===== config.mk =====
export PLATFORM = sky130hd
export DESIGN_NAME = gate_driver_interrupt_aggregator
export DESIGN_NICKNAME = d
export VERILOG_FILES = /design/src/verilog/fault_irq_pkg.sv /design/src/verilog/level_sync2.sv /design/src/verilog/gate_driver_interrupt_aggregator.sv
export SDC_FILE = /design/constraint.sdc
export NUM_CORES = 1
export LEC_CHECK = 0
export ABC_AREA = 1
export BUFFER_PORTS_ARGS = -buffer_cell sky130_fd_sc_hd__buf_2
export CORE_UTILIZATION = 50
export DETAILED_ROUTE_END_ITERATION = 7
export PLACE_DENSITY_LB_ADDON = 0.15
export SYNTH_ARGS = -nofsm -noshare
export SYNTH_HDL_FRONTEND = slang
export SYNTH_SLANG_ARGS = --single-unit

===== constraint.sdc =====
create_clock -name mclk -period 2.25 [get_ports mclk]
set_input_delay 0.3375 -clock mclk [delete_from_list [all_inputs] [get_ports mclk]]
set_output_delay 0.3375 -clock mclk [all_outputs]
set_load 0.01 [all_outputs]

===== src/verilog/fault_irq_pkg.sv =====
// Shared constants and types of the gate-drive fault interrupt block
package fault_irq_pkg;

    // ----------------------------------------------------------------
    // Bus geometry
    // ----------------------------------------------------------------
    localparam int ADDR_W = 4;
    localparam int DATA_W = 32;

    // ----------------------------------------------------------------
    // Register byte offsets
    // ----------------------------------------------------------------
    localparam logic [ADDR_W-1:0] OFS_FLAGS = 4'h0;
    localparam logic [ADDR_W-1:0] OFS_ENABLE = 4'h4;
    localparam logic [ADDR_W-1:0] OFS_LINES = 4'h8;
    localparam logic [ADDR_W-1:0] OFS_RAW = 4'hc;

    // ----------------------------------------------------------------
    // Field positions
    // ----------------------------------------------------------------
    localparam int FLAGS_W = 10;
    localparam int ENABLE_W = 5;
    localparam int LINE_DESAT_POS = 0;
    localparam int LINE_VOLT_POS = 1;
    localparam int LINE_RUN_POS = 2;
    localparam int LINE_STOP_POS = 3;

    // ----------------------------------------------------------------
    // Reset values
    // ----------------------------------------------------------------
    localparam logic [FLAGS_W-1:0] FLAGS_RST = 10'h000;
    localparam logic [ENABLE_W-1:0] ENABLE_RST = 5'h00;

    // ----------------------------------------------------------------
    // Bus response codes
    // ----------------------------------------------------------------
    localparam logic [1:0] RESP_OKAY = 2'h0;
    localparam logic [1:0] RESP_SLVERR = 2'h2;

    // ----------------------------------------------------------------
    // Carriers
    // ----------------------------------------------------------------
    // Fault sources, same layout for raw levels and sticky flags
    typedef struct packed {
        logic [1:0] overcurrent_flags;
        logic link_overvolt_flag;
        logic low_supply_undervolt_flag;
        logic [2:0] low_side_desat_flags;
        logic [2:0] high_side_desat_flags;
    } fault_flags_t;

    // Local enables
    typedef struct packed {
        logic [1:0] overcurrent_irq_enables;
        logic link_overvolt_irq_enable;
        logic low_supply_undervolt_irq_enable;
        logic desat_irq_enable;
    } irq_enables_t;

    // Two request lines toward the CPU vector logic
    typedef struct packed {
        logic volt_req;
        logic desat_req;
    } irq_lines_t;

endpackage


===== src/verilog/level_sync2.sv =====
// Two-flop synchroniser for a bundle of asynchronous levels
module level_sync2 #(
    parameter int WIDTH = 1
) (
    // Clock and reset
    input wire logic mclk,
    input wire logic sys_rst,
    // Levels
    input wire logic [WIDTH-1:0] async_in,
    output logic [WIDTH-1:0] sync_out
);

    logic [WIDTH-1:0] meta_ff;
    logic [WIDTH-1:0] sync_ff;

    // First stage feeds only the second stage
    always_ff @(posedge mclk or posedge sys_rst) begin
        if (sys_rst) begin
            meta_ff <= '0;
            sync_ff <= '0;
        end else begin
            meta_ff <= async_in;
            sync_ff <= meta_ff;
        end
    end

    assign sync_out = sync_ff;

endmodule


===== src/verilog/gate_driver_interrupt_aggregator.sv =====
// Fault flag collection and two-line interrupt request for the gate-drive unit
//
// Summary of operation
// Requests reach the CPU only in run mode
// Stop entry or exit leaves flags untouched
// Exactly two request lines, one per vector
// Line 0: any desaturation flag with enable
// Line 1: undervoltage flag with its enable
// Line 1: link overvoltage flag with its enable
// Line 1: each overcurrent flag with own enable
// Lines are levels, held until flags cleared
module gate_driver_interrupt_aggregator (
    // Clock and reset
    input wire logic mclk,
    input wire logic sys_rst,
    // CPU mode, from logic on mclk
    input wire logic cpu_run_mode,
    input wire logic cpu_stop_mode,
    // Fault levels from the pre-driver and comparators
    input wire fault_irq_pkg::fault_flags_t raw_faults,
    // Interrupt requests
    output fault_irq_pkg::irq_lines_t irq_lines,
    // AXI4-Lite write address
    input wire logic s_axi_awvalid,
    output logic s_axi_awready,
    input wire logic [fault_irq_pkg::ADDR_W-1:0] s_axi_awaddr,
    // AXI4-Lite write data
    input wire logic s_axi_wvalid,
    output logic s_axi_wready,
    input wire logic [fault_irq_pkg::DATA_W-1:0] s_axi_wdata,
    input wire logic [3:0] s_axi_wstrb,
    // AXI4-Lite write response
    output logic s_axi_bvalid,
    input wire logic s_axi_bready,
    output logic [1:0] s_axi_bresp,
    // AXI4-Lite read address
    input wire logic s_axi_arvalid,
    output logic s_axi_arready,
    input wire logic [fault_irq_pkg::ADDR_W-1:0] s_axi_araddr,
    // AXI4-Lite read data
    output logic s_axi_rvalid,
    input wire logic s_axi_rready,
    output logic [fault_irq_pkg::DATA_W-1:0] s_axi_rdata,
    output logic [1:0] s_axi_rresp
);
    import fault_irq_pkg::*;

    // ----------------------------------------------------------------
    // Declarations
    // ----------------------------------------------------------------
    fault_flags_t sync_faults;
    fault_flags_t flags_ff;
    fault_flags_t nxt_flags;
    fault_flags_t clr_mask;
    irq_enables_t enables_ff;
    irq_lines_t lines_ff;
    irq_lines_t nxt_lines;
    logic aw_got_ff;
    logic w_got_ff;
    logic [ADDR_W-1:0] awaddr_ff;
    logic [DATA_W-1:0] wdata_ff;
    logic [3:0] wstrb_ff;
    logic bvalid_ff;
    logic [1:0] bresp_ff;
    logic rvalid_ff;
    logic [DATA_W-1:0] rdata_ff;
    logic [1:0] rresp_ff;
    logic have_aw;
    logic have_w;
    logic do_write;
    logic [ADDR_W-1:0] wr_addr;
    logic [DATA_W-1:0] wr_data;
    logic [3:0] wr_strb;
    logic [DATA_W-1:0] wr_bits;
    logic do_read;
    logic stop_dly_ff;

    // Byte-lane mask from write strobes
    function automatic logic [DATA_W-1:0] lane_mask(input logic [3:0] strb);
        lane_mask = {{8{strb[3]}}, {8{strb[2]}}, {8{strb[1]}}, {8{strb[0]}}};
    endfunction

    // Decode of a mapped word address
    function automatic logic is_mapped(input logic [ADDR_W-1:0] addr);
        is_mapped = (addr == OFS_FLAGS) || (addr == OFS_ENABLE) ||
                    (addr == OFS_LINES) || (addr == OFS_RAW);
    endfunction

    // ----------------------------------------------------------------
    // Fault input synchronisation
    // ----------------------------------------------------------------
    level_sync2 #(
        .WIDTH(FLAGS_W)
    ) u_fault_sync (
        .mclk(mclk),
        .sys_rst(sys_rst),
        .async_in(raw_faults),
        .sync_out(sync_faults)
    );

    // ----------------------------------------------------------------
    // Write channel
    // ----------------------------------------------------------------
    assign s_axi_awready = !aw_got_ff && !bvalid_ff;
    assign s_axi_wready = !w_got_ff && !bvalid_ff;
    assign have_aw = aw_got_ff || (s_axi_awvalid && s_axi_awready);
    assign have_w = w_got_ff || (s_axi_wvalid && s_axi_wready);
    assign do_write = have_aw && have_w;
    assign wr_addr = aw_got_ff ? awaddr_ff : s_axi_awaddr;
    assign wr_data = w_got_ff ? wdata_ff : s_axi_wdata;
    assign wr_strb = w_got_ff ? wstrb_ff : s_axi_wstrb;
    assign wr_bits = wr_data & lane_mask(wr_strb);

    // Address and data may arrive in either order
    always_ff @(posedge mclk or posedge sys_rst) begin
        if (sys_rst) begin
            aw_got_ff <= 1'b0;
            w_got_ff <= 1'b0;
            awaddr_ff <= '0;
            wdata_ff <= '0;
            wstrb_ff <= '0;
        end else begin
            if (do_write) begin
                aw_got_ff <= 1'b0;
                w_got_ff <= 1'b0;
            end else begin
                if (s_axi_awvalid && s_axi_awready) begin
                    aw_got_ff <= 1'b1;
                    awaddr_ff <= s_axi_awaddr;
                end
                if (s_axi_wvalid && s_axi_wready) begin
                    w_got_ff <= 1'b1;
                    wdata_ff <= s_axi_wdata;
                    wstrb_ff <= s_axi_wstrb;
                end
            end
        end
    end

    // Write response raised at the same edge that accepts the last of the two halves
    always_ff @(posedge mclk or posedge sys_rst) begin
        if (sys_rst) begin
            bvalid_ff <= 1'b0;
            bresp_ff <= RESP_OKAY;
        end else if (do_write) begin
            bvalid_ff <= 1'b1;
            bresp_ff <= is_mapped(wr_addr) ? RESP_OKAY : RESP_SLVERR;
        end else if (s_axi_bready) begin
            bvalid_ff <= 1'b0;
        end
    end

    assign s_axi_bvalid = bvalid_ff;
    assign s_axi_bresp = bresp_ff;

    // ----------------------------------------------------------------
    // Enable register
    // ----------------------------------------------------------------
    always_ff @(posedge mclk or posedge sys_rst) begin
        if (sys_rst) begin
            enables_ff <= ENABLE_RST;
        end else if (do_write && wr_addr == OFS_ENABLE && wr_strb[0]) begin
            enables_ff <= wr_data[ENABLE_W-1:0];
        end
    end

    // ----------------------------------------------------------------
    // Sticky fault flags
    // ----------------------------------------------------------------
    // Write one to clear; a fault present in the same cycle wins
    always_comb begin
        clr_mask = '0;
        if (do_write && wr_addr == OFS_FLAGS) begin
            clr_mask = wr_bits[FLAGS_W-1:0];
        end
        nxt_flags = (flags_ff & ~clr_mask) | sync_faults;
    end

    // Mode signals are not consulted here, so stop leaves flags alone
    always_ff @(posedge mclk or posedge sys_rst) begin
        if (sys_rst) begin
            flags_ff <= FLAGS_RST;
        end else begin
            flags_ff <= nxt_flags;
        end
    end

    // ----------------------------------------------------------------
    // Request lines
    // ----------------------------------------------------------------
    always_comb begin
        nxt_lines.desat_req = cpu_run_mode && enables_ff.desat_irq_enable &&
            (|flags_ff.high_side_desat_flags ||
             |flags_ff.low_side_desat_flags);
        nxt_lines.volt_req = cpu_run_mode && (
            (flags_ff.low_supply_undervolt_flag &&
             enables_ff.low_supply_undervolt_irq_enable) ||
            (flags_ff.link_overvolt_flag &&
             enables_ff.link_overvolt_irq_enable) ||
            |(flags_ff.overcurrent_flags &
              enables_ff.overcurrent_irq_enables));
    end

    // One flop per vector, each a level
    always_ff @(posedge mclk or posedge sys_rst) begin
        if (sys_rst) begin
            lines_ff <= '0;
        end else begin
            lines_ff <= nxt_lines;
        end
    end

    assign irq_lines = lines_ff;

    // ----------------------------------------------------------------
    // Read channel
    // ----------------------------------------------------------------
    assign s_axi_arready = !rvalid_ff;
    assign do_read = s_axi_arvalid && s_axi_arready;

    always_ff @(posedge mclk or posedge sys_rst) begin
        if (sys_rst) begin
            rvalid_ff <= 1'b0;
            rdata_ff <= '0;
            rresp_ff <= RESP_OKAY;
        end else if (do_read) begin
            rvalid_ff <= 1'b1;
            rresp_ff <= RESP_OKAY;
            rdata_ff <= '0;
            case (s_axi_araddr)
                OFS_FLAGS: begin
                    rdata_ff[FLAGS_W-1:0] <= flags_ff;
                end
                OFS_ENABLE: begin
                    rdata_ff[ENABLE_W-1:0] <= enables_ff;
                end
                OFS_LINES: begin
                    rdata_ff[LINE_DESAT_POS] <= lines_ff.desat_req;
                    rdata_ff[LINE_VOLT_POS] <= lines_ff.volt_req;
                    rdata_ff[LINE_RUN_POS] <= cpu_run_mode;
                    rdata_ff[LINE_STOP_POS] <= cpu_stop_mode;
                end
                OFS_RAW: begin
                    rdata_ff[FLAGS_W-1:0] <= sync_faults;
                end
                default: begin
                    rresp_ff <= RESP_SLVERR;
                end
            endcase
        end else if (s_axi_rready) begin
            rvalid_ff <= 1'b0;
        end
    end

    assign s_axi_rvalid = rvalid_ff;
    assign s_axi_rdata = rdata_ff;
    assign s_axi_rresp = rresp_ff;

    // ----------------------------------------------------------------
    // Assertions
    // ----------------------------------------------------------------
    // Helper: previous stop level for mode-change detection
    always_ff @(posedge mclk or posedge sys_rst) begin
        if (sys_rst) begin
            stop_dly_ff <= 1'b0;
        end else begin
            stop_dly_ff <= cpu_stop_mode;
        end
    end
endmodule


==> impl_metrics.yaml, run 1 <==
cts:
  ctsHoldBuffers: 0
  clock_sinks: 69
  clock-root-buffer: "clkbuf_8"
  cts_buffer_depth: 2
  cts_tree: "done"
  post_cts.repair.setup_buffers: 0
  path_clk_slew_ns: 0.08
  cts_resized: 0
  cts_buffers: 9
  clk_latency_ns: 0.34
  h-tree-depth: 3
power_and_ir_drop:
  p_comb_share_pct: 27.6
  power_density_nw_per_um2: 980
  irDropWorstVdd_v: 0.000532
  p_int_mw: 2.28
  p_sw_mw: 1.28
  p_clk_share_pct: 25.7
  cellLeakagePower_nw: 1.99
  swShare_pct: 36.0
  p_seq_share_pct: 46.6
floorplan:
  row_count: 28
  die_area_um2: 6700
  dieHeight_um: 81.9
  start_util_pct: 52.9
  io_pins: 106
  core_area_um2: 6030
  fp.dieW_um: 81.9
min_path:
  min_path_type: "in2async"
timing:
  finalSetupViolations: 0
  period_share_pct: 70.7
  hold_ws_ns: 0.0714
  period_needed_ns: 1.59
  max_freq_mhz: 629
  maxSlewViolCount: 0
  rsz0062_at_grt: "no"
  final_hold_viol_count: 0
  fin_skew_ns: 0.0105
  setup-tns-final_ns: 0
global_route:
  grt_pass1_wl_mm: 9.64
  grt_pass1_vias: 2190
  grt_usage_pct: 19.6
  gr-total-overflow: 0
  grt_max_degree: 70
  antenna_found_initial: 0
final_layout:
  post-route-util_pct: 60.4
  n_fill_cell: 583
  mostFrequentLayoutCells: "nand2_1, dfrtp_1, buf_2"
  syn2layout_area_growth_pct: 14.0
  layout_commonest_cell: "nand2_1"
  diodes: 0
  seq_area_um2: 1730
  multi_input_area_um2: 1120
  layout-drive-gt1-share_pct: 21.0
  nets: 496
synth:
  synth.distinct_cells: 25
  netlist_area_um2: 3190
  synth-seq-area-share_pct: 54.1
  postSynthCellCount: 372
  syn_avg_cell_area_um2: 8.57
  ys_warn_count: 0
  ys_ff_latch: 69
detailed_routing:
  drt-wirelength-per-cell_um: 11.3
  dr.pass1.iters: 4
  vias: 2372
  remaining_drc_errors: 0
  routed_wl_mm: 5.82
  vias_per_cell: 4.62
  antenna_left: 0
  drt_iter0_markers: 207
critical_path:
  cp-start-kind: "flop"
  worstPathMaxFanout: 15
  critPathRequiredTime_ns: 1.91
  worst_ep_arrival_time_ns: 1.25
  setup.worst_path.end_class: "output port"
  crit_type: "reg2out"
run:
  cap_violations: 0
placed_design:
  portBuffers: 57
  gp_congestion: 0.830
  dpl.hpwl_mm: 4.17
outcome:
  status: "finished, final reports clean"
==> layout make-up <==
class                      instances  share of cell area (%)
clock inverter                     6                    1.31
multi-input combinational        241                    30.7
clock buffer                      10                    3.78
inverter                          52                    5.37
timing repair buffer              60                    8.81
tap                               75                    2.58
sequential                        69                    47.5
==> kinds of logic after synthesis <==
group                  synth area share (%)
AO/OA/AOI/OAI                          7.57
buffers and inverters                  13.6
other                                 0.118
flip-flops                             54.1
AND/OR/NAND/NOR                        24.6
==> power groups by stage <==
stage          Clock (mW)  Combinational, mW  Sequential, mW
2_1_floorplan           0              0.806            1.66
3_3_place_gp            0              0.967            1.68
3_5_place_dp            0              0.992            1.69
4_1_cts             0.939              0.996            1.66
5_1_grt              1.01               1.13            1.70
6_report            0.916              0.985            1.66
==> critical path, cell delays in order (launching register included) <==
cell     delay [ns]
dfrtp_1        0.54
nor2_1         0.22
buf_2          0.16
==> state kept, by name, summed over array words and instances (netlist names), 2 cells and up <==
signal,flops
awaddr_ff,4
enables_ff,5
flags_ff,10
irq_lines,2
s_axi_rdata,10
u_fault_sync.meta_ff,10
u_fault_sync.sync_out,10
wdata_ff,10
wstrb_ff,2
==> metrics by stage <==
stage	std cells	power, mW	worst slack, ns	cell area [um2]
2_1_floorplan	395	2.46	0.173	3280
4_1_cts	513	3.60	0.643	3640
3_5_place_dp	497	2.68	0.718	3450
6_report	513	3.56	0.659	3640
3_3_place_gp	497	2.64	0.712	3450
5_1_grt	513	3.83	0.568	3640
==> layer usage <==
layer  vias to the layer above  GRT usage [%]  share of wire, %
met1                      1040           25.5                48
met4                         0           8.42              0.95
li1                       1240              -                 -
met2                        88           30.4                45
met3                         4           5.67               6.6
met5                         -              0                 0
==> cell usage after synthesis (all sizes together) <==
library cell  number  share of area [%]
nor2              29                4.6
a31oi              5               0.98
o21ai             31                5.0
inv               52                6.1
buf               33                7.5
o21bai             1               0.24
nand4             11                2.2
nand2            103                 13
nand3b             5                1.2
nor3               1               0.16
a21oi              7                1.1
a41oi              1               0.27
dfrtp             69                 54
nand3             23                3.8
conb               1               0.12
==> final timing paths <==
check / start / cells past startpoint / end / slack [ns]
worst max register to register: w_got_ff / 6 / flags_ff[6] / 0.71
max in group asynchronous: sys_rst / 3 / enables_ff[1] / 1.91
worst min register to register: u_fault_sync.meta_ff[3] / 0 / u_fault_sync.sync_out[3] / 0.35
worst max-delay path: w_got_ff / 2 / s_axi_wready / 0.66
worst min-delay path: sys_rst / 3 / u_fault_sync.meta_ff[8] / 0.07
min in group mclk: raw_faults[9] / 1 / u_fault_sync.meta_ff[9] / 0.10
No activity file was read; power rests on OpenSTA's default activity.
==> run 2: changes to the inputs <==
--- a/config.mk
+++ b/config.mk
@@ -7,7 +7,7 @@
 export LEC_CHECK = 0
 export ABC_AREA = 1
 export BUFFER_PORTS_ARGS = -buffer_cell sky130_fd_sc_hd__buf_2
-export CORE_UTILIZATION = 50
+export CORE_UTILIZATION = 45
 export DETAILED_ROUTE_END_ITERATION = 7
 export PLACE_DENSITY_LB_ADDON = 0.15
 export SYNTH_ARGS = -nofsm -noshare
==> constraint.sdc (replaced) <==
create_clock -name mclk -period 1.33 [get_ports mclk]
set_input_delay 0.1995 -clock mclk [delete_from_list [all_inputs] [get_ports mclk]]
set_output_delay 0.1995 -clock mclk [all_outputs]
set_load 0.01 [all_outputs]
==> run 2 against run 1 <==
Effect of this change:
- the flow now finishes with violations (negative setup slack)
- sequential power rose by 71%
- hold slack got worse by 0.036 ns
- global-route usage fell by 1.1 points
- routed wire length rose by 11%
==> impl_metrics.yaml, run 2 (synthesized netlist as in run 1, its figures left out) <==
detailed_routing:
  dr.pass1.iters: 5
  vias: 2522
  vias_per_cell: 4.54
  routed_wl_mm: 6.47
  drt_iter0_markers: 264
  antenna_left: 0
  remaining_drc_errors: 0
  drt-wirelength-per-cell_um: 11.7
critical_path:
  r2r_setup_slack_ns: -0.04
  worst_ep_arrival_time_ns: 1.62
  worstPathMaxFanout: 7
  setup.worst_path.end_class: "flop"
  rr_worst_depth: 8
  critPathRequiredTime_ns: 1.58
  cp-start-kind: "flop"
  critPathLaunch: "aw_got_ff"
  worst_r2r_endpoint: "flags_ff[6]"
  crit_type: "reg2reg"
  r2r-start: "aw_got_ff"
timing:
  period_share_pct: 103
  final_hold_viol_count: 0
  period_needed_ns: 1.37
  maxSlewViolCount: 0
  rsz0062_at_grt: "yes"
  fin_skew_ns: 0.0111
  hold_ws_ns: 0.0352
  max_freq_mhz: 731
  finalSetupViolations: 10
  fin_ws_ns: -0.0382
outcome:
  status: "complete, but fails checks"
  violations: "negative setup slack"
power_and_ir_drop:
  p_clk_share_pct: 23.4
  p_int_mw: 4.19
  p_seq_share_pct: 42.2
  irDropWorstVdd_v: 0.000642
  p_comb_share_pct: 34.4
  power_density_nw_per_um2: 1670
  swShare_pct: 37.8
  cellLeakagePower_nw: 2.09
  p_sw_mw: 2.55
  finalPower_mw: 6.74
placed_design:
  portBuffers: 57
  preCtsSetupSlack_ns: -0.0779
  dpl.hpwl_mm: 4.38
  dp.cells: 527
  gp_congestion: 0.804
global_route:
  gr-total-overflow: 0
  grt_pass1_wl_mm: 10.5
  antenna_found_initial: 0
  grt_max_degree: 70
  grt_pass1_vias: 2248
  grt_usage_pct: 18.5
cts:
  cts_buffers: 9
  cts_tree: "done"
  path_clk_slew_ns: 0.08
  h-tree-depth: 3
  clock-root-buffer: "clkbuf_8"
  cts_buffer_depth: 2
  clk_latency_ns: 0.35
  clock_sinks: 69
floorplan:
  core_area_um2: 6830
  dieHeight_um: 86.2
  start_util_pct: 46.7
  die_area_um2: 7430
  fp.dieW_um: 86.2
  io_pins: 106
  row_count: 30
min_path:
  holdPathEnd: "s_axi_bvalid"
  hold_depth: 2
  hold_start: "s_axi_bready"
  min_path_type: "in2reg"
final_layout:
  instances_no_fill: 555
  diodes: 0
  layout_commonest_cell: "nand2_1"
  nets: 517
  mostFrequentLayoutCells: "nand2_1, dfrtp_1, buf_2"
  syn2layout_area_growth_pct: 26.2
  layout-drive-gt1-share_pct: 29.0
run:
  cap_violations: 0
==> run 2: cell count changes in the layout (fill, tap and decap cells not counted), sizes merged <==
cell and delta:
inv +1, dlygate4sd3 +11, clkbuf -1, nor2 +1
clkinvlp +3, clkinv -3, buf +9
==> run 2: worst max path at each step <==
stage | endpoint | slack (ns) | cells past startpoint
after floorplan | flags_ff[5] | 0.02 | 9
after global placement | flags_ff[6] | -0.09 | 8
after detailed placement | flags_ff[6] | -0.08 | 8
after CTS | s_axi_awready | -0.05 | 3
after global routing | flags_ff[3] | -0.11 | 8
final | flags_ff[6] | -0.04 | 8
==> run 2: what timing repair did <==
item / in CTS / in global routing
pin swaps: 3 / 12
setup buffers: 0 / 0
gates resized for setup: 15 / 36
gates cloned: 1 / 0
hold buffers: 11 / 0
endpoints found under the setup margin: 22 / 35
hold endpoints to repair: 79 / 0
==> run 2: routing by layer <==
metal	part of all wire [%]	wire length, um	GRT usage [%]	vias up
met1	47	3050	26.5	1133
met2	46	2970	27.6	88
li1	-	-	-	1292
met4	1.4	89	6.82	0
met5	0	0	0	-
met3	5.5	359	4.29	9
==> run 2: area by class of cell <==
type                       instances  area [um2]
clock buffer                       9         124
clock inverter                     7        55.1
fill                             647        2810
inverter                          52         210
multi-input combinational        242        1250
sequential                        69        1730
tap                               96         120
timing repair buffer              80         534
==> run 2: metrics by stage <==
step | setup TNS (ns) | utilization, % | instance area (um2)
final | -0.209 | 58.9 | 4030
after global routing | -1.76 | 58.9 | 4030
after CTS | -0.116 | 57.2 | 3910
after detailed placement | -0.516 | 52.1 | 3560
after global placement | -0.381 | 52.1 | 3560
after floorplan | 0 | - | 3280
==> run 2: power by group through the flow <==
stage	logic (mW)	registers (mW)	clock network, mW
after floorplan	1.36	2.80	0
after global placement	1.86	2.81	0
after detailed placement	1.89	2.83	0
after CTS	2.09	2.81	1.61
after global routing	2.59	2.89	1.70
final	2.32	2.84	1.57
==> run 2: critical path: stages, from the launching register on <==
cell and delay (ns):
dfrtp_2 0.48, inv_2 0.11, nand2_2 0.07, nand2_4 0.08, nand2_4 0.07, nor2_4 0.21
nand3_2 0.12, nand2_1 0.08, nand2_1 0.05
